`src/vdc_consts.vh`:
```
`ifndef VDC_CONSTS_VH
`define VDC_CONSTS_VH
// register indices (printed offsets are not multiples of four: byte address = 4 * index)
`define VDC_IDX_LINK_CFG      8'h28
`define VDC_IDX_DITHER_CFG    8'h29
`define VDC_IDX_COLOR_CTL     8'h2a
`define VDC_IDX_RX_MODE       8'h34
// reset values
`define VDC_RST_LINK_CFG      8'h20
`define VDC_RST_DITHER_CFG    8'h00
`define VDC_RST_COLOR_CTL     8'h00
`define VDC_RST_RX_MODE       2'h0
// writable masks
`define VDC_MASK_LINK_CFG     8'hbf
`define VDC_MASK_COLOR_CTL    8'hf0
// link_datapath_config fields
`define VDC_B_REMOTE_BLOCK    7
`define VDC_B_VIDEO_OFF       5
`define VDC_B_TWO_LANE        4
`define VDC_B_ALT_AUDIO       3
`define VDC_B_AUDIO_OFF       2
`define VDC_B_SYNC_VIDEO      1
`define VDC_B_SURROUND        0
// dither_sync_config fields
`define VDC_B_TIMING_SYNC     7
`define VDC_B_HS_LEVEL        6
`define VDC_B_VS_LEVEL        5
`define VDC_B_DE_LEVEL        4
`define VDC_B_DITH_B_ON       3
`define VDC_B_DITH_A_ON       2
`define VDC_B_DITH_B_HI_OFF   1
`define VDC_B_DITH_A_HI_OFF   0
// color_correction_control fields
`define VDC_B_PAGE_HI         7
`define VDC_B_PAGE_LO         6
`define VDC_B_WB_ON           5
`define VDC_B_TABLE_REFRESH   4
// receive input mode codes
`define VDC_RX_AUTO           2'h0
`define VDC_RX_FORCE_TWO      2'h1
`define VDC_RX_FORCE_ONE_PRI  2'h2
`define VDC_RX_FORCE_ONE_SEC  2'h3
// answers
`define VDC_RESP_OKAY         2'h0
`define VDC_RESP_SLVERR       2'h2
`endif

```
`src/vdc_regs.v`:
```
`timescale 1ns/1ns
`include "vdc_consts.vh"

// Contract
// - remote_load_block set blocks forward-channel writes of link config; clear allows them.
// - forward-video-off resets to one, flags no active video; control stays operational.
// - two-lane bit gives serializer lane count; used for recovery in auto-detect.
// - alternate audio bit routes word clock to aux pin one, data to zero.
// - bit 2 disables audio output; bit 0 enables surround audio.
// - sync-carrying video bit selects 28-bit video with embedded syncs.
// - timing select: 0 data-enable only, 1 sync timing.
// - three polarity bits: 0 active high, 1 active low, independent.
// - dither stage enables: bit 3 stage b, bit 2 stage a.
// - high-mode bits inverted: 0 enables high mode; bit 1 b, bit 0 a.
// - page field selects config, red, green or blue table.
// - white balance enable applies correction lookup, else bypass.
// - table refresh bit permits lookup table reloads.
// - receive input mode 01 forces two-lane, overriding the two-lane bit.
module vdc_regs (
	// clock and reset
	input  wire        clk,
	input  wire        reset_n,
	// axi4-lite write address
	input  wire [31:0] s_axi_awaddr,
	input  wire        s_axi_awvalid,
	output wire        s_axi_awready,
	// axi4-lite write data
	input  wire [31:0] s_axi_wdata,
	input  wire [3:0]  s_axi_wstrb,
	input  wire        s_axi_wvalid,
	output wire        s_axi_wready,
	// axi4-lite write response
	output reg  [1:0]  s_axi_bresp,
	output reg         s_axi_bvalid,
	input  wire        s_axi_bready,
	// axi4-lite read address
	input  wire [31:0] s_axi_araddr,
	input  wire        s_axi_arvalid,
	output wire        s_axi_arready,
	// axi4-lite read data
	output reg  [31:0] s_axi_rdata,
	output reg  [1:0]  s_axi_rresp,
	output reg         s_axi_rvalid,
	input  wire        s_axi_rready,
	// forward-channel load of link config (same clock)
	input  wire [7:0]  fwd_cfg_data,
	input  wire        fwd_cfg_load,
	// forward-channel video status (same clock)
	input  wire        fwd_video_active,
	// datapath controls
	output reg         two_lane_recover,
	output reg         aux_audio_route,
	output reg         audio_out_off,
	output reg         surround_on,
	output reg         sync_video_28,
	output reg         video_off,
	output reg         timing_sync_mode,
	output reg         hsync_level_sel,
	output reg         vsync_level_sel,
	output reg         data_enable_level_sel,
	output reg         dither_stage_a_on,
	output reg         dither_stage_b_on,
	output reg         dither_stage_a_high_on,
	output reg         dither_stage_b_high_on,
	output reg  [1:0]  table_page,
	output reg         white_balance_on,
	output reg         table_refresh_on
);

	////////////////////////////////////////////////////////////////////////
	// address decode, shared by read and write
	localparam [1:0] SEL_LINK   = 2'h0;
	localparam [1:0] SEL_DITHER = 2'h1;
	localparam [1:0] SEL_COLOR  = 2'h2;
	localparam [1:0] SEL_NONE   = 2'h3;

	function [1:0] vdc_decode;
		input [31:0] addr;
		begin
			if (addr[1:0] != 2'h0 || addr[31:10] != 22'h0)
				vdc_decode = SEL_NONE;
			else if (addr[9:2] == `VDC_IDX_LINK_CFG)
				vdc_decode = SEL_LINK;
			else if (addr[9:2] == `VDC_IDX_DITHER_CFG)
				vdc_decode = SEL_DITHER;
			else if (addr[9:2] == `VDC_IDX_COLOR_CTL)
				vdc_decode = SEL_COLOR;
			else
				vdc_decode = SEL_NONE;
		end
	endfunction

	// receive mode sits outside the three-way select
	function vdc_is_rx;
		input [31:0] addr;
		begin
			vdc_is_rx = (addr[31:10] == 22'h0) && (addr[1:0] == 2'h0) && (addr[9:2] == `VDC_IDX_RX_MODE);
		end
	endfunction

	////////////////////////////////////////////////////////////////////////
	// storage
	reg  [7:0] link_cfg;
	reg  [7:0] dither_cfg;
	reg  [7:0] color_ctl;
	// receive input mode, bits 4:3 of its own word
	reg  [1:0] rx_mode;

	// write channel: both address and data captured, either order
	reg        aw_held;
	reg        w_held;
	reg [31:0] aw_addr;
	reg [31:0] w_data;
	reg        w_lane0;

	assign s_axi_awready = !aw_held && !s_axi_bvalid;
	assign s_axi_wready  = !w_held && !s_axi_bvalid;
	assign s_axi_arready = !s_axi_rvalid;

	wire        aw_now  = aw_held || (s_axi_awvalid && s_axi_awready);
	wire        w_now   = w_held || (s_axi_wvalid && s_axi_wready);
	wire [31:0] wa      = aw_held ? aw_addr : s_axi_awaddr;
	wire [31:0] wd      = w_held ? w_data : s_axi_wdata;
	wire        wl0     = w_held ? w_lane0 : s_axi_wstrb[0];
	wire        do_wr   = aw_now && w_now && !s_axi_bvalid;
	wire        wr_rx   = vdc_is_rx(wa);
	wire [1:0]  wr_sel  = vdc_decode(wa);
	wire        wr_hit  = wr_rx || (wr_sel != SEL_NONE);
	wire        sw_en   = do_wr && wr_hit && wl0;

	////////////////////////////////////////////////////////////////////////
	always @(posedge clk) begin
		if (!reset_n) begin
			aw_held      <= 1'b0;
			w_held       <= 1'b0;
			aw_addr      <= 32'h0;
			w_data       <= 32'h0;
			w_lane0      <= 1'b0;
			s_axi_bvalid <= 1'b0;
			s_axi_bresp  <= `VDC_RESP_OKAY;
		end else begin
			if (s_axi_awvalid && s_axi_awready && !do_wr) begin
				aw_held <= 1'b1;
				aw_addr <= s_axi_awaddr;
			end
			if (s_axi_wvalid && s_axi_wready && !do_wr) begin
				w_held  <= 1'b1;
				w_data  <= s_axi_wdata;
				w_lane0 <= s_axi_wstrb[0];
			end
			// answer once both halves are in; bvalid then blocks both readies
			if (do_wr) begin
				aw_held      <= 1'b0;
				w_held       <= 1'b0;
				s_axi_bvalid <= 1'b1;
				s_axi_bresp  <= wr_hit ? `VDC_RESP_OKAY : `VDC_RESP_SLVERR;
			end else if (s_axi_bvalid && s_axi_bready) begin
				s_axi_bvalid <= 1'b0;
			end
		end
	end

	////////////////////////////////////////////////////////////////////////
	// per-register write strobes
	wire        wr_link   = sw_en && !wr_rx && wr_sel == SEL_LINK;
	wire        wr_dither = sw_en && !wr_rx && wr_sel == SEL_DITHER;
	wire        wr_color  = sw_en && !wr_rx && wr_sel == SEL_COLOR;
	wire        wr_mode   = sw_en && wr_rx;

	// software write wins over a same-cycle forward load, so a local fix is never lost
	always @(posedge clk) begin
		if (!reset_n)
			link_cfg <= `VDC_RST_LINK_CFG;
		else if (wr_link)
			link_cfg <= wd[7:0] & `VDC_MASK_LINK_CFG;
		else if (fwd_cfg_load && !link_cfg[`VDC_B_REMOTE_BLOCK])
			link_cfg <= {1'b0, 1'b0, fwd_cfg_data[5:0]};
	end

	// every dither bit is writable, so no mask
	always @(posedge clk) begin
		if (!reset_n)
			dither_cfg <= `VDC_RST_DITHER_CFG;
		else if (wr_dither)
			dither_cfg <= wd[7:0];
	end

	// reserved low nibble never reaches storage, so reads of it stay zero
	always @(posedge clk) begin
		if (!reset_n)
			color_ctl <= `VDC_RST_COLOR_CTL;
		else if (wr_color)
			color_ctl <= wd[7:0] & `VDC_MASK_COLOR_CTL;
	end

	// only bits 4:3 of the mode word are kept
	always @(posedge clk) begin
		if (!reset_n)
			rx_mode <= `VDC_RST_RX_MODE;
		else if (wr_mode)
			rx_mode <= wd[4:3];
	end

	////////////////////////////////////////////////////////////////////////
	// read channel, one cycle after the address is taken
	// data is registered so it stands until rready; unmapped words answer zero with an error
	wire        rd_rx  = vdc_is_rx(s_axi_araddr);
	wire [1:0]  rd_sel = vdc_decode(s_axi_araddr);
	reg  [31:0] rd_word;

	always @* begin
		rd_word = 32'h0;
		if (rd_rx)
			rd_word = {27'h0, rx_mode, 3'h0};
		else case (rd_sel)
			SEL_LINK:   rd_word = {24'h0, link_cfg};
			SEL_DITHER: rd_word = {24'h0, dither_cfg};
			SEL_COLOR:  rd_word = {24'h0, color_ctl};
			default: rd_word = 32'h0;
		endcase
	end

	always @(posedge clk) begin
		if (!reset_n) begin
			s_axi_rvalid <= 1'b0;
			s_axi_rdata  <= 32'h0;
			s_axi_rresp  <= `VDC_RESP_OKAY;
		end else if (s_axi_arvalid && s_axi_arready) begin
			s_axi_rvalid <= 1'b1;
			s_axi_rdata  <= rd_word;
			s_axi_rresp  <= (rd_rx || rd_sel != SEL_NONE) ? `VDC_RESP_OKAY : `VDC_RESP_SLVERR;
		end else if (s_axi_rvalid && s_axi_rready) begin
			s_axi_rvalid <= 1'b0;
		end
	end

	////////////////////////////////////////////////////////////////////////
	// link-derived controls, one cycle behind the register
	always @(posedge clk) begin
		if (!reset_n) begin
			two_lane_recover <= 1'b0;
			aux_audio_route  <= 1'b0;
			audio_out_off    <= 1'b0;
			surround_on      <= 1'b0;
			sync_video_28    <= 1'b0;
			video_off        <= 1'b1;
		end else begin
			// forced two-lane overrides, forced one-lane clears, auto uses the bit
			case (rx_mode)
				`VDC_RX_AUTO:      two_lane_recover <= link_cfg[`VDC_B_TWO_LANE];
				`VDC_RX_FORCE_TWO: two_lane_recover <= 1'b1;
				default:           two_lane_recover <= 1'b0;
			endcase
			aux_audio_route  <= link_cfg[`VDC_B_ALT_AUDIO];
			audio_out_off    <= link_cfg[`VDC_B_AUDIO_OFF];
			surround_on      <= link_cfg[`VDC_B_SURROUND];
			sync_video_28    <= link_cfg[`VDC_B_SYNC_VIDEO];
			video_off        <= link_cfg[`VDC_B_VIDEO_OFF];
		end
	end

	////////////////////////////////////////////////////////////////////////
	// timing and dither controls; high-mode bits stored as written, inverted here
	always @(posedge clk) begin
		if (!reset_n) begin
			timing_sync_mode       <= 1'b0;
			hsync_level_sel        <= 1'b0;
			vsync_level_sel        <= 1'b0;
			data_enable_level_sel  <= 1'b0;
			dither_stage_a_on      <= 1'b0;
			dither_stage_b_on      <= 1'b0;
			dither_stage_a_high_on <= 1'b1;
			dither_stage_b_high_on <= 1'b1;
		end else begin
			timing_sync_mode       <= dither_cfg[`VDC_B_TIMING_SYNC];
			hsync_level_sel        <= dither_cfg[`VDC_B_HS_LEVEL];
			vsync_level_sel        <= dither_cfg[`VDC_B_VS_LEVEL];
			data_enable_level_sel  <= dither_cfg[`VDC_B_DE_LEVEL];
			dither_stage_b_on      <= dither_cfg[`VDC_B_DITH_B_ON];
			dither_stage_a_on      <= dither_cfg[`VDC_B_DITH_A_ON];
			dither_stage_b_high_on <= !dither_cfg[`VDC_B_DITH_B_HI_OFF];
			dither_stage_a_high_on <= !dither_cfg[`VDC_B_DITH_A_HI_OFF];
		end
	end

	////////////////////////////////////////////////////////////////////////
	// lookup page and balance controls
	always @(posedge clk) begin
		if (!reset_n) begin
			table_page       <= 2'h0;
			white_balance_on <= 1'b0;
			table_refresh_on <= 1'b0;
		end else begin
			table_page       <= color_ctl[`VDC_B_PAGE_HI:`VDC_B_PAGE_LO];
			white_balance_on <= color_ctl[`VDC_B_WB_ON];
			table_refresh_on <= color_ctl[`VDC_B_TABLE_REFRESH];
		end
	end

	// fwd_video_active is accepted for future status use; video-off follows the bit
	wire unused_ok = fwd_video_active;

endmodule // vdc_regs

```
`config.mk`:
```
export PLATFORM = sky130hd
export DESIGN_NAME = vdc_regs
export DESIGN_NICKNAME = d
export VERILOG_FILES = /design/src/vdc_regs.v
export VERILOG_INCLUDE_DIRS = /design/src
export SDC_FILE = /design/constraint.sdc
export NUM_CORES = 1
export LEC_CHECK = 0
export BUFFER_PORTS_ARGS = -buffer_cell sky130_fd_sc_hd__buf_2
export CORE_AREA = 8 8 108 110
export DETAILED_ROUTE_END_ITERATION = 7
export DIE_AREA = 0 0 116 118
export GPL_ROUTABILITY_DRIVEN = 1
export PLACE_DENSITY_LB_ADDON = 0.2
export SLEW_MARGIN = 20
export SYNTH_ARGS = -nofsm -noshare
export SYNTH_HDL_FRONTEND = slang
export SYNTH_SLANG_ARGS = --single-unit
```
`constraint.sdc`:
```
create_clock -name clk -period 1.96 [get_ports clk]
set_input_delay 0.392 -clock clk [delete_from_list [all_inputs] [get_ports clk]]
set_output_delay 0.392 -clock clk [all_outputs]
set_load 0.005 [all_outputs]
```
==> metrics.yaml <==
timing:
  setup_violations: 0
  fin_ws_ps: 122
  clock_skew_ps: 11.5
  fmax_mhz: 544
  period_share: 0.938
  period_minus_slack_ps: 1840
  slew_viol_final: 0
  rsz0062_at_grt: "yes"
  timing_hold_violations_final: 0
hold_path:
  holdPathEnd: "s_axi_rvalid$_SDFFE_PN0P_"
  worstHoldPathCells: 2
  min_path_type: "in2reg"
  min_from: "s_axi_arvalid"
power:
  max-vdd-ir-drop_mv: 0.378
  switching_power_w: 0.00108
  p_comb_frac: 0.138
  power_density_mw_per_mm2: 727
  leakage_nw: 2.48
  p_seq_frac: 0.533
  cellInternalPower_w: 0.00272
  clock_power_share: 0.329
  p_sw_frac: 0.284
floorplan:
  dieArea_mm2: 0.0137
  die_h_um: 118
  std_cell_rows: 37
  start_util: 0.429
  pin_count: 176
  die_w_um: 116
  core_area_mm2: 0.0100
synth:
  synth_area_per_cell_um2: 9.02
  synthesis.instances: 475
  yosysTopAreaCell: "dfxtp_1"
  ys_seq_area_frac: 0.439
  ys_top_cells_by_count: "nand2_1 (111), dfxtp_1 (94), mux2i_1 (42)"
  synth.distinct_cells: 40
  synth_top_cell_area_share: 0.439
  synth_edf_count: 0
  async_reset_ff_frac: 0
  synth_area_mm2: 0.00429
  yosysMostFrequentCell: "nand2_1"
  ys_ff_latch: 94
  synthTopCellsByArea: "dfxtp_1 (44%), mux2i_1 (9.8%), nand2_1 (9.7%)"
  yosysWarningCount: 0
  synthFlopType: "dfxtp_1"
worst_setup_path:
  reg2reg_to: "color_ctl[6]$_SDFFE_PN0P_"
  cp.required_ps: 2220
  timing.rr.start: "aw_held$_SDFFE_PP0P_"
  rrSetupSlack_ps: 120
  worstSetupStartpoint: "aw_held$_SDFFE_PP0P_"
  crit_arrival_ps: 2100
  cp_max_fo: 10
  path_class: "reg2reg"
  reg2reg_depth: 6
  critPathCaptureType: "flip-flop"
  critPathLaunchType: "flip-flop"
place:
  io_buffers: 119
  dp_hpwl_um: 8040
  routabilityCongestion: 0.776
  post-place-ws_ps: -104
  dp_cells: 723
grt:
  grt_pass1_vias: 3543
  grt_max_degree: 51
  grt-ovfl-total: 0
  grt_pass1_wl_um: 16700
  grt_usage: 0.149
  antenna_found_initial: 0
clocking:
  htree_levels: 3
  cts_root_buf: "clkbuf_8"
  cts_sinks: 94
  tritoncts: "done"
  cts.path.max_buffers: 2
  postCtsHoldBufs: 0
  path_clk_slew_ps: 100
  clock_latency_ps: 370
  cts_buffers: 9
finish:
  fin_util: 0.522
  final_net_count: 716
  area_growth_pct: 21.8
  fin_cells: 740
  diodes: 0
  nFillCells: 979
  final_layout_size_suffix_gt1_frac: 0.300
drt:
  initialDrtViolationCount: 103
  drc: 0
  first_pass_iters: 4
  wl_per_cell_um: 14.3
  via_per_inst: 4.78
  drt_wl_total_um: 10600
  ant_nets: 0
  num_vias: 3540
run_status:
  status: "finished, final reports clean"
run:
  maxCapViolations: 0
stage by stage:
stage                     TNS [ps]  hold WS, ps  power (W)  cell area, um^2
final                            0          258    0.00379             5220
after global routing          -127          271    0.00398             5220
after CTS                        0          246    0.00383             5200
after detailed placement     -1700          430    0.00258             5010
after global placement        -890          421    0.00257             5010
after floorplan                  0          377    0.00240             4380
layout by cell type (no fill, tap or decap), types with 3 or more instances in the layout:
master,instances
nor2_1,16
nor4b_2,3
nand3b_1,5
nand3_1,5
nor2b_1,13
o21ai_0,10
conb_1,26
buf_4,16
a21boi_0,32
a21oi_1,9
o211a_1,3
clkbuf_8,9
buf_2,119
nand2_1,111
and2_1,5
mux2_2,14
inv_1,14
nor4bb_1,4
nor4_1,12
nor3_1,8
mux2i_1,42
dfxtp_1,93
critical path, cell delays in order, from the launching register on:
cell and delay, ps:
dfxtp_4 400, buf_4 160, nor4b_2 270, o22ai_1 200, nor3_2 300, nand4_2 240, mux2i_1 170
worst max path at each step:
stage | endpoint | depth (start not counted)
4_1_cts | dither_cfg[1]$_SDFFE_PN0P_ | 5
5_1_grt | color_ctl[6]$_SDFFE_PN0P_ | 6
3_3_place_gp | dither_cfg[6]$_SDFFE_PN0P_ | 5
3_5_place_dp | dither_cfg[1]$_SDFFE_PN0P_ | 5
2_1_floorplan | link_cfg[5]$_SDFFE_PN1P_ | 6
6_report | color_ctl[6]$_SDFFE_PN0P_ | 6
cells by family after synthesis:
logic type	count (synthesis)	share of synthesized area
AOI/OAI and AO/OA	63	0.113
DFF	94	0.439
and+or+nand+nor	197	0.230
muxes	56	0.135
buffers and inverters	64	0.0817
other	1	0.000875
power groups by stage:
stage / Clock (W) / Combinational [W] / Sequential [W]
after detailed placement: 0 / 0.000517 / 0.00207
after global placement: 0 / 0.000507 / 0.00206
after CTS: 0.00129 / 0.000519 / 0.00202
final: 0.00125 / 0.000524 / 0.00202
after floorplan: 0 / 0.000347 / 0.00205
after global routing: 0.00136 / 0.000581 / 0.00203
flip-flops by register name (all words and copies together), names as in the netlist, 2 cells and up:
signal	count
rx_mode	2
w_data	8
s_axi_rdata	8
aw_addr	32
color_ctl	4
table_page	2
dither_cfg	8
link_cfg	7
repair_timing:
action,4_1_cts,5_1_grt
pin swaps,0,3
setup endpoints to repair,21,21
gates resized for setup,1,4
buffers inserted,0,1
metal layers:
layer,global-route usage,wire [um],vias to the layer above
met2,0.239,4900,97
met3,0.0375,715,8
li1,-,-,1808
met4,0.0462,117,0
met5,0,0,-
met1,0.191,4850,1627
area by class of cell:
type / count / area, um^2 / area share
inverters: 14 / 52.6 / 0.0101
clock inverters: 7 / 62.6 / 0.0120
multi-input cells: 342 / 2160 / 0.414
well taps: 136 / 170 / 0.0326
clock buffers: 9 / 124 / 0.0237
repair buffers: 138 / 767 / 0.147
flip-flops and latches: 94 / 1890 / 0.361
Power figures use the tool's default switching activity.
